`src/rtl/sbc_ctl_regs.svh`:
```
// How it works
// - Power-clock strap high and power state D3 put the downstream bus into B2.
// - In B2 every downstream clock output stops and rests at 0.
// - Power-clock strap low keeps downstream clocks running even in D3.
// - Fast operation only with the fast-capable strap high, else 33 MHz only.
// - Upstream fast-enable low: pull the downstream fast-enable line low.
// - Upstream fast-enable high with fast-capable strap high: downstream line is an input, pulled up or down outside.
// - The downstream fast-enable line is open drain, never driven high.
// - 66 MHz upstream with 33 MHz downstream: clocks are the bus clock divided by 2.
// - Only 66/66, 66/33 and 33/33; never 33 upstream with 66 downstream.
`ifndef SBC_CTL_REGS_SVH
`define SBC_CTL_REGS_SVH

// ==========================================================
// Register map
`define SBC_PM_CTL_OFS       12'h000
`define SBC_SPEED_STAT_OFS   12'h004
`define SBC_PM_CTL_RST       2'h0

// ==========================================================
// Speed status fields
`define SBC_ST_FAST_CAP      0
`define SBC_ST_UP_FAST       1
`define SBC_ST_DS_FAST       2
`define SBC_ST_DIV_MODE      3
`define SBC_ST_STOPPED       4
`define SBC_ST_PWR_STRAP     5
`define SBC_ST_PULL_LOW      6

// ==========================================================
// Pin sampling and clocking
`define SBC_PIN_RST          4'h0
`define SBC_CLK_DIV          2

`endif

```
`src/rtl/sbc_ctl_pkg.sv`:
```
package sbc_ctl_pkg;

   typedef logic [11:0] apb_addr_t;
   typedef logic [31:0] apb_data_t;

   typedef enum logic [1:0]
   {
      PWR_D0,
      PWR_D1,
      PWR_D2,
      PWR_D3
   } pwr_state_e;

   typedef struct packed
   {
      logic pull_low;
      logic pwr_strap;
      logic stopped;
      logic div_mode;
      logic ds_fast;
      logic up_fast;
      logic fast_cap;
   } speed_s;

endpackage

```
`src/rtl/sbc_ctl.sv`:
```
// Design decisions made here: the register offsets and the APB interface to the registers.
`timescale 1ns/100ps
`include "sbc_ctl_regs.svh"

module sbc_ctl
#(
   parameter int NUM_CLK = 10
)
(
   input  wire logic                 REF_CLK,
   input  wire logic                 RESET,
   input  wire logic                 PSEL,
   input  wire logic                 PENABLE,
   input  wire logic                 PWRITE,
   input  wire sbc_ctl_pkg::apb_addr_t PADDR,
   input  wire sbc_ctl_pkg::apb_data_t PWDATA,
   output      sbc_ctl_pkg::apb_data_t PRDATA,
   output      logic                 PREADY,
   output      logic                 PSLVERR,
   input  wire logic                 BUS_POWER_CLOCK_CTL_STRAP,
   input  wire logic                 FAST_CAPABLE_STRAP,
   input  wire logic                 UPSTREAM_FAST_ENABLE,
   input  wire logic                 DOWNSTREAM_FAST_ENABLE_I,
   output      logic                 DOWNSTREAM_FAST_ENABLE_O,
   output      logic                 DOWNSTREAM_FAST_ENABLE_OE,
   output      logic [NUM_CLK-1:0]   DOWNSTREAM_CLOCK_OUTPUTS
);
   import sbc_ctl_pkg::*;

   // ==========================================================
   // Pin synchronisers
   logic [3:0]  sync1_r;
   logic [3:0]  sync2_r;
   logic [3:0]  sync3_r;
   logic [3:0]  pin_r;
   logic        pwr_strap;
   logic        fast_cap;
   logic        up_fast;
   logic        ds_line;

   // A bit moves only once the last two stages agree
   function automatic logic [3:0] settle(input logic [3:0] a, input logic [3:0] b,
                                         input logic [3:0] old);
      settle = (a & b) | (old & (a ^ b));
   endfunction

   always_ff @(posedge REF_CLK or posedge RESET)
   begin
      if (RESET)
      begin
         sync1_r <= `SBC_PIN_RST;
         sync2_r <= `SBC_PIN_RST;
         sync3_r <= `SBC_PIN_RST;
         pin_r   <= `SBC_PIN_RST;
      end
      else
      begin
         sync1_r <= {BUS_POWER_CLOCK_CTL_STRAP, FAST_CAPABLE_STRAP,
                     UPSTREAM_FAST_ENABLE, DOWNSTREAM_FAST_ENABLE_I};
         sync2_r <= sync1_r;
         sync3_r <= sync2_r;
         pin_r   <= settle(sync2_r, sync3_r, pin_r);
      end
   end

   assign pwr_strap = pin_r[3];
   assign fast_cap  = pin_r[2];
   assign up_fast   = pin_r[1];
   assign ds_line   = pin_r[0];

   // ==========================================================
   // Register file
   pwr_state_e  pm_state_r;
   logic        setup;
   logic        hit_pm;
   logic        hit_stat;
   speed_s      stat;

   assign setup    = PSEL && !PENABLE;
   assign hit_pm   = PADDR == `SBC_PM_CTL_OFS;
   assign hit_stat = PADDR == `SBC_SPEED_STAT_OFS;

   // Writes land at the access edge only
   always_ff @(posedge REF_CLK or posedge RESET)
   begin
      if (RESET)
         pm_state_r <= pwr_state_e'(`SBC_PM_CTL_RST);
      else if (PSEL && PENABLE && PWRITE && hit_pm)
         pm_state_r <= pwr_state_e'(PWDATA[1:0]);
   end

   // Read data captured in setup so the access phase needs no wait
   always_ff @(posedge REF_CLK or posedge RESET)
   begin
      if (RESET)
      begin
         PRDATA  <= '0;
         PSLVERR <= 1'b0;
      end
      else if (setup)
      begin
         PSLVERR <= !(hit_pm || hit_stat);
         if (PWRITE)
            PRDATA <= '0;
         else if (hit_pm)
            PRDATA <= {30'h0000_0000, pm_state_r};
         else if (hit_stat)
            PRDATA <= {25'h000_0000, stat};
         else
            PRDATA <= '0;
      end
   end

   assign PREADY = 1'b1;

   // ==========================================================
   // Speed selection
   logic        eff_up;
   logic        pull_low_r;
   logic        div_mode_r;
   logic        stop_r;

   assign eff_up = fast_cap && up_fast;

   always_ff @(posedge REF_CLK or posedge RESET)
   begin
      if (RESET)
      begin
         pull_low_r <= 1'b1;
         div_mode_r <= 1'b0;
      end
      else
      begin
         pull_low_r <= !eff_up;
         div_mode_r <= eff_up && !ds_line;
      end
   end

   // Open drain: data is always low, only the enable moves
   assign DOWNSTREAM_FAST_ENABLE_O  = 1'b0;
   assign DOWNSTREAM_FAST_ENABLE_OE = pull_low_r;

   // ==========================================================
   // Power state to bus state
   always_ff @(posedge REF_CLK or posedge RESET)
   begin
      if (RESET)
         stop_r <= 1'b0;
      else
         stop_r <= pwr_strap && (pm_state_r == PWR_D3);
   end

   assign stat = '{pull_low: pull_low_r, pwr_strap: pwr_strap, stopped: stop_r,
                   div_mode: div_mode_r, ds_fast: eff_up && ds_line,
                   up_fast: up_fast, fast_cap: fast_cap};

   // ==========================================================
   // Clock generation
   logic        div_r;
   logic        run_neg_r;
   logic        mode_neg_r;
   logic        clk_src;

   always_ff @(posedge REF_CLK or posedge RESET)
   begin
      if (RESET)
         div_r <= 1'b0;
      else
         div_r <= div_mode_r ? !div_r : 1'b0;
   end

   // Gate moves on the falling edge, and in divide mode only while
   // the divided clock is low, so no output pulse is ever cut short
   always_ff @(negedge REF_CLK or posedge RESET)
   begin
      if (RESET)
      begin
         run_neg_r  <= 1'b1;
         mode_neg_r <= 1'b0;
      end
      else if (!div_r)
      begin
         run_neg_r  <= !stop_r;
         mode_neg_r <= div_mode_r;
      end
   end

   assign clk_src = mode_neg_r ? div_r : REF_CLK;
   assign DOWNSTREAM_CLOCK_OUTPUTS = {NUM_CLK{run_neg_r && clk_src}};

   // ==========================================================
   // Checks
   a_d3_stops_bus: assert property (@(posedge REF_CLK) disable iff (RESET)
      (pwr_strap && pm_state_r == PWR_D3) |-> ##[1:4] !run_neg_r)
      else $error("D3 with strap high did not stop clocks");

   a_stopped_low: assert property (@(posedge REF_CLK) disable iff (RESET)
      stop_r [*4] |-> DOWNSTREAM_CLOCK_OUTPUTS == '0)
      else $error("Stopped clocks not held low");

   a_strap_low_runs: assert property (@(posedge REF_CLK) disable iff (RESET)
      !pwr_strap [*4] |-> run_neg_r)
      else $error("Clocks stopped with strap low");

   a_slow_only_cap: assert property (@(posedge REF_CLK) disable iff (RESET)
      !fast_cap [*2] |-> DOWNSTREAM_FAST_ENABLE_OE && !div_mode_r)
      else $error("Fast mode without capable strap");

   a_up_slow_pulls: assert property (@(posedge REF_CLK) disable iff (RESET)
      !up_fast |=> DOWNSTREAM_FAST_ENABLE_OE)
      else $error("Downstream line not pulled low");

   a_line_is_input: assert property (@(posedge REF_CLK) disable iff (RESET)
      (fast_cap && up_fast) |=> !DOWNSTREAM_FAST_ENABLE_OE && (div_mode_r == !$past(ds_line)))
      else $error("Downstream line not treated as input");

   a_open_drain: assert property (@(posedge REF_CLK) disable iff (RESET)
      DOWNSTREAM_FAST_ENABLE_OE |-> !DOWNSTREAM_FAST_ENABLE_O)
      else $error("Downstream line driven high");

   a_half_rate: assert property (@(posedge REF_CLK) disable iff (RESET)
      (div_mode_r && $past(div_mode_r)) |-> div_r != $past(div_r))
      else $error("Divider not toggling");

   a_no_slow_up: assert property (@(posedge REF_CLK) disable iff (RESET)
      div_mode_r |-> $past(fast_cap && up_fast))
      else $error("Divide mode with slow upstream");

   a_restart: assert property (@(posedge REF_CLK) disable iff (RESET)
      $fell(stop_r) |-> ##[1:3] run_neg_r)
      else $error("Clocks did not restart after D3");

endmodule

```
`config.mk`:
```
export PLATFORM = sky130hd
export DESIGN_NAME = sbc_ctl
export DESIGN_NICKNAME = d
export VERILOG_FILES = /design/src/rtl/sbc_ctl_pkg.sv /design/src/rtl/sbc_ctl.sv
export VERILOG_INCLUDE_DIRS = /design/src /design/src/rtl
export SDC_FILE = /design/constraint.sdc
export NUM_CORES = 1
export LEC_CHECK = 0
export BUFFER_PORTS_ARGS = -buffer_cell sky130_fd_sc_hd__buf_4
export CAP_MARGIN = 25
export CORE_MARGIN = 8
export CORE_UTILIZATION = 40
export CTS_CLUSTER_DIAMETER = 80
export DETAILED_ROUTE_END_ITERATION = 12
export PLACE_DENSITY = 0.82
export RECOVER_POWER = 25
export SYNTH_ARGS = -nofsm -noshare
export SYNTH_HDL_FRONTEND = slang
export SYNTH_SLANG_ARGS = --single-unit
```
`constraint.sdc`:
```
create_clock -name REF_CLK -period 3.4 [get_ports REF_CLK]
set_clock_uncertainty 0.1 [all_clocks]
set_input_delay 0.68 -clock REF_CLK [delete_from_list [all_inputs] [get_ports REF_CLK]]
set_output_delay 0.68 -clock REF_CLK [all_outputs]
set_load 0.05 [all_outputs]
```
After elaboration in Yosys (flattened, before gate mapping)
Index checks and enable logic that the tools add are counted.
- equality and inequality tests: 2
- muxes and demuxes: 5
- bitwise logic cells: 4
- reduce and logical (&&, ||, !) cells: 17
- operator list (cell ; count):
    two-way mux 7 bit ; 3
    equality test 12 x 3 -> 1 bit, second input constant ; 1
    zero test 12 bit ; 1
    logical AND 1 bit ; 9
    bitwise AND 4 bit ; 2
    zero test 1 bit ; 6
    bitwise OR 4 bit ; 1
    bitwise XOR 4 bit ; 1
    equality test 2 bit, second input constant ; 1
    two-way mux 1 bit ; 2
    logical OR 1 bit ; 1
- flip-flop bits (word level): 57
- input bits: 53
- output and inout port bits: 46

Logic depth before layout (Yosys ltp)
Gate-level depths: netlist of the first run.
- depth in word-level cells: 5
- depth in mapped cells: 4
- gate-level depth less buffers: 3

==> results of run 1 <==
power by group:
group	total (mW)	switching [mW]	internal, mW
Sequential	0.411	0.0107	0.401
Clock	1.16	0.670	0.486
Combinational	0.129	0.0980	0.0306
Total	1.70	0.779	0.917
worst max-delay path, stage by stage (launching register included):
cell	delay, ns
dfrtn_1	0.42
nand2_1	0.07
o21ai_1	0.08
and2_4	0.18
buf_8	0.13
buf_8	0.15
flip-flops by register name, summed over array words and instances (netlist names), 2 cells and up:
register	flops
PRDATA	7
pin_r	4
pm_state_r	2
sync1_r	4
sync2_r	4
sync3_r	4
cell families (layout without fill, tap and decap cells):
family / after synthesis / in the layout
AO/OA/AOI/OAI: 15 / 15
adder cells (fa/ha/maj): 4 / 4
buffers and inverters: 41 / 59
flip-flops: 32 / 32
multiplexers: 4 / 4
other: 2 / 27
AND/OR/NAND/NOR: 21 / 21
placed cells by master, fill, tap and decap left out, drive strengths merged:
| cell | Yosys | final |
|---|---|---|
| buf | 37 | 39 |
| dfrtp | 29 | 29 |
| conb | 2 | 27 |
| clkbuf | 1 | 13 |
| nand2 | 6 | 6 |
| o21ai | 6 | 6 |
| a32o | 5 | 5 |
| inv | 3 | 4 |
| a21o | 4 | 4 |
| ha | 4 | 4 |
| mux2 | 4 | 4 |
| nor2 | 3 | 3 |
| clkinv | 0 | 3 |
| dfstp | 2 | 2 |
| nor4 | 2 | 2 |
| and3 | 2 | 2 |
| nand3 | 1 | 1 |
| nor3 | 1 | 1 |
| and4bb | 1 | 1 |
| nand4 | 1 | 1 |
| nand2b | 1 | 1 |
| and4b | 1 | 1 |
| and4 | 1 | 1 |
| and2 | 1 | 1 |
| dfrtn | 1 | 1 |
layer usage:
metal	vias up	wire length, um	global-route usage
li1	424	-	-
met1	424	1010	0.0893
met2	45	1300	0.135
met3	7	404	0.0908
met4	0	45	0.0788
met5	-	0	0
path summary, 6_finish.rpt:
path                                  from                          end  cells after the start
min in group REF_CLK            sync1_r[0]                   sync2_r[0]                      0
worst min register to register  sync1_r[0]                   sync2_r[0]                      0
max in group asynchronous            RESET                    run_neg_r                      2
worst max-delay path            mode_neg_r  DOWNSTREAM_CLOCK_OUTPUTS[8]                      5
worst min-delay path                 RESET                    PRDATA[2]                      2
worst max register to register       div_r                   mode_neg_r                      2
cell type report:
type / instances / area (um2)
clock buffers: 20 / 240
clock inverters: 5 / 18.8
fillers: 326 / 1760
flip-flops and latches: 32 / 803
well taps: 48 / 60.1
inverters: 2 / 7.51
repair buffers: 32 / 240
multi-input cells: 71 / 450
stage by stage:
stage | worst slack (ns) | power [mW] | hold WS [ns]
2_1_floorplan | -0.108 | 1.14 | 0.231
4_1_cts | -0.491 | 1.54 | 0.136
6_report | -0.416 | 1.70 | 0.147
5_1_grt | -0.510 | 1.77 | 0.135
3_5_place_dp | 0.00277 | 1.17 | 0.237
3_3_place_gp | 0.0150 | 1.16 | 0.232
repair_timing:
item / 4_1_cts / 5_1_grt
endpoints found under the setup margin: 11 / 11
pin swaps: 0 / 1
resized for setup: 6 / 19
==> results.md, run 1 <==
- Hpwl dp: ~2100 um
- Drt drc: 0
- Die width: 76.2 um
- CTS tree: done
- Diodes inserted: 0
- Final WL: 2770 um
- Pin count of the biggest net entering global routing: 29
- Pre-antenna DRT Iters: 4
- Failing checks: negative setup slack
- Area delta synth->final: 25.5%
- Avg Cell Area, Syn: ~12 um2
- Setup bufs post-CTS: 0
- Netlist Area Pre-Place: between 1000 and 1500 um2
- Fin area: around 1800 um2
- Initial antenna violation count: 0
- Final WS setup: -0.416 ns
- Die H: about 76 um
- R2r setup slk: between 0.8 and 0.9 ns
- Top-count cell post-synth: buf_4
- CP Capture Type: output port
- Final Util: 0.509
- CP startpoint kind: flop
- Status: finished, violations left
- Post-Synth Simple-Gate Area: 0.0923
- Endpoints failing setup: 11
- Clk slew on worst S/H paths: ~0.10 ns
- Netlist cell types: 25
- Die area: 5810 um2
- Multiplexer area fraction after synthesis: 0.0362
- # nets final: 218
- Hold WC Path Type: in -> async
- Vias/cell: 4.29
- Kind of critical path: reg -> out
- Max Cap Violations: 0
- Async SR Flop Fraction: 1.00
- CP Data Required Time: 2.62 ns
- Power per cell area: about 930 nW/um2
- IO buf count: 41
- GR Overflow Total: 0
- Final count of pins violating max slew: 0
- Syn Inst Count: 119
- Global-route wire length before repair: 4520 um
- Boundary pin count: approximately 100
- Rows: 22
- Post-synthesis register bit count: 32
- Worst vdd ir: between 0.3 and 0.4 mV
- Placed instance count: 196
- Post-Layout Cell Count: 210
- LEAKAGE: around 0.95 nW
- Top cells by count, synth: 37 x buf_4, 29 x dfrtp_1, 6 x nand2_1, 6 x o21ai_0, 5 x a32o_1
- Vias: 900
- Adder-Cell Fraction of Synth Area: 0.0345
- RSZ-0062 raised after global routing: true
- Top cell type by total area after synthesis: dfrtp_1
- Core region area: 3580 um2
- XOR/XNOR share of the synthesized area: 0
- Initial Util: 0.405
- ANT nets after route: 0
- Synth area leaders: dfrtp_1 50%, buf_4 19%, dfstp_2 3.6%, a32o_1 3.5%, ha_1 3.5%
- Largest family of logic cells by synthesized area: buffers and inverters
- Gr usage total: 0.0992
- Primary FF master, synth: dfrtp_1
- Post-synth EDFFs: 0
- Ys Warns: 0
- Area share of the largest cell type after synthesis: 0.500
- Final Hold Vio Count: 0
- Post-CTS Hold Buffers: 0
- Layout cells sized above 1: 0.389
- WL per Instance: 13.2 um
- Max FO, Critical Path: 5
- Compound-cell area share of the yosys netlist: 0.0759
- Clock insertion delay at the later pin of the skew report: 0.32 ns
- Sequential fraction of the synthesis area: 0.554
- Vias in the first global route: 1043
- Setup TNS: -4.15 ns
- CP arrival: 3.04 ns
- Initial DRC count: 37
- RePlAce Congestion: 0.734
- DP Area: 1640 um2
(Power assumes the default switching activity.)
==> run 2: changes to the inputs <==
Settings changed: CORE_UTILIZATION 40 to 25, PLACE_DENSITY 0.82 to 0.57.
==> run 2 against run 1 <==
Compared with the run above:
- the run still ends with negative setup slack left
- via count grew 2.7%
- final area grew 4.7%
- routed wire length grew 11%
- die area grew 46%
- flip-flop and latch count is the same
- largest power group unchanged
- critical endpoint is now DOWNSTREAM_CLOCK_OUTPUTS[1]
==> results.md, run 2 (same netlist as run 1, synthesis figures left out) <==
- IO buf count: 41 (unchanged)
- # fillers: 577 (was 326)
- CP startpoint kind: flop (unchanged)
- Die area: 8490 um2 (was 5810 um2)
- Most common cell after layout, fill and taps aside: dfrtp_1 (unchanged)
- Reg with most FFs: PRDATA (unchanged)
- Kind of critical path: reg -> out (unchanged)
- CTS tree: done (unchanged)
- Failing checks: negative setup slack (unchanged)
- Met3 routed WL: 326 um (was 404 um)
- GR Overflow Total: 0 (unchanged)
- Final count of pins violating max slew: 0 (unchanged)
- Hold WC Path Type: in -> async (unchanged)
- Pre-antenna DRT Iters: 4 (unchanged)
- Setup bufs post-CTS: 0 (unchanged)
- CP Capture Type: output port (unchanged)
- Max Cap Violations: 0 (unchanged)
- Final Util: 0.344 (was 0.509)
- Top sig layer: met4 (unchanged)
- Post-CTS Hold Buffers: 0 (unchanged)
- Final WS setup: -0.394 ns (was -0.416 ns)
- CP arrival: 3.01 ns (was 3.04 ns)
- Seq. cell area: 803 um2 (unchanged)
- Layout cells sized above 1: 0.399 (was 0.389)
- Place WS: 0.00474 ns (was 0.00277 ns)
- Die width: 92.2 um (was 76.2 um)
- Area delta synth->final: 31.5% (was 25.5%)
- Hpwl dp: 2400 um (was 2140 um)
- Rows: 27 (was 22)
- Commonest non-fill, non-tap cells in the layout: 29 x dfrtp_1, 27 x conb_1, 27 x buf_4, 12 x buf_8, 8 x clkbuf_8 (was 29 x dfrtp_1, 27 x conb_1, 27 x buf_4, 13 x clkbuf_4, 12 x buf_8)
- Status: finished, violations left (unchanged)
- Worst vdd ir: 0.942 mV (was 0.345 mV)
- Diodes inserted: 0 (unchanged)
- RePlAce Congestion: 0.704 (was 0.734)
- Clk slew on worst S/H paths: 0.07 ns (was 0.10 ns)
- Gr usage total: 0.0733 (was 0.0992)
- Final WL: 3060 um (was 2770 um)
- Initial antenna violation count: 0 (unchanged)
- Die H: 92.2 um (was 76.2 um)
- Max FO, Critical Path: 6 (was 5)
- Drt drc: 0 (unchanged)
- Vias: 924 (was 900)
- Initial Util: 0.262 (was 0.405)
- Global-route wire length before repair: 4660 um (was 4520 um)
- Core region area: 5540 um2 (was 3580 um2)
- Pin count of the biggest net entering global routing: 27 (was 29)
- Endpoints failing setup: 11 (unchanged)
- Power per cell area: 958 nW/um2 (was 932 nW/um2)
- Post-Layout Cell Count: 235 (was 210)
- Placed instance count: 220 (was 196)
- RSZ-0062 raised after global routing: true (unchanged)
- Initial DRC count: 44 (was 37)
- WL per Instance: 13.0 um (was 13.2 um)
- Final Hold Vio Count: 0 (unchanged)
- # nets final: 218 (unchanged)
- Vias in the first global route: 1078 (was 1043)
- Clock insertion delay at the later pin of the skew report: 0.28 ns (was 0.32 ns)
- ANT nets after route: 0 (unchanged)
- M1 WL: 1140 um (was 1010 um)
- LEAKAGE: 0.966 nW (was 0.947 nW)
- Setup TNS: -3.86 ns (was -4.15 ns)
- CP Data Required Time: 2.62 ns (about the same)
- Final hold slack: 0.222 ns (was 0.147 ns)
- Boundary pin count: 99 (unchanged)
- Multi-input gate area: 450 um2 (unchanged)
- Vias/cell: 3.93 (was 4.29)
- Max reg flops: 7 (unchanged)
- DR WL met2: 1540 um (was 1300 um)
-- run 2: cell count changes in the layout (fill, tap and decap cells not counted), sizes merged --
cell	before	now
clkbuf	13	14
clkinv	3	1
clkinvlp	0	2
-- run 2: final cells by class --
type                       instances  area share
inverter                           2     0.00394
tap                               72      0.0472
clock inverter                     5      0.0112
sequential                        32       0.421
clock buffer                      21       0.154
multi-input combinational         71       0.236
timing repair buffer              32       0.126
-- run 2: routing by layer --
metal / GRT usage / up-vias
li1: - / 426
met1: 0.0665 / 449
met2: 0.108 / 42
met3: 0.0448 / 7
met4: 0.0779 / 0
met5: 0 / -
-- run 2: critical path, cell delays in order (launching register included) --
cell and delay [ns]:
dfrtn_1 0.41, nand2_1 0.07, o21ai_1 0.07, and2_4 0.18, buf_8 0.14, buf_8 0.15
-- run 2: worst paths after layout --
path                            start                           to  slack [ns]  cells after the start
max                        mode_neg_r  DOWNSTREAM_CLOCK_OUTPUTS[1]       -0.39                      5
min                             RESET                    PRDATA[4]        0.22                      2
max reg2reg                     div_r                   mode_neg_r        0.87                      2
min reg2reg                sync1_r[1]                   sync2_r[1]        0.25                      0
max in group asynchronous       RESET                    run_neg_r        1.05                      2
min in group REF_CLK       sync1_r[1]                   sync2_r[1]        0.25                      0
-- run 2: power by group --
part | leakage (nW) | switching (mW) | internal [mW]
logic | 0.398 | 0.0979 | 0.0306
registers | 0.401 | 0.0117 | 0.401
clock network | 0.166 | 0.695 | 0.590
total | 0.966 | 0.804 | 1.02
-- run 2: what timing repair did --
item                                    CTS  global route
pin swaps                                 0             1
endpoints found under the setup margin   11            11
gates resized for setup                   4            18
-- run 2: through the flow --
step	power [mW]	cell area [um2]
after global routing	1.90	1910
after floorplan	1.14	1550
final	1.83	1910
after global placement	1.17	1670
after CTS	1.68	1840
after detailed placement	1.17	1670
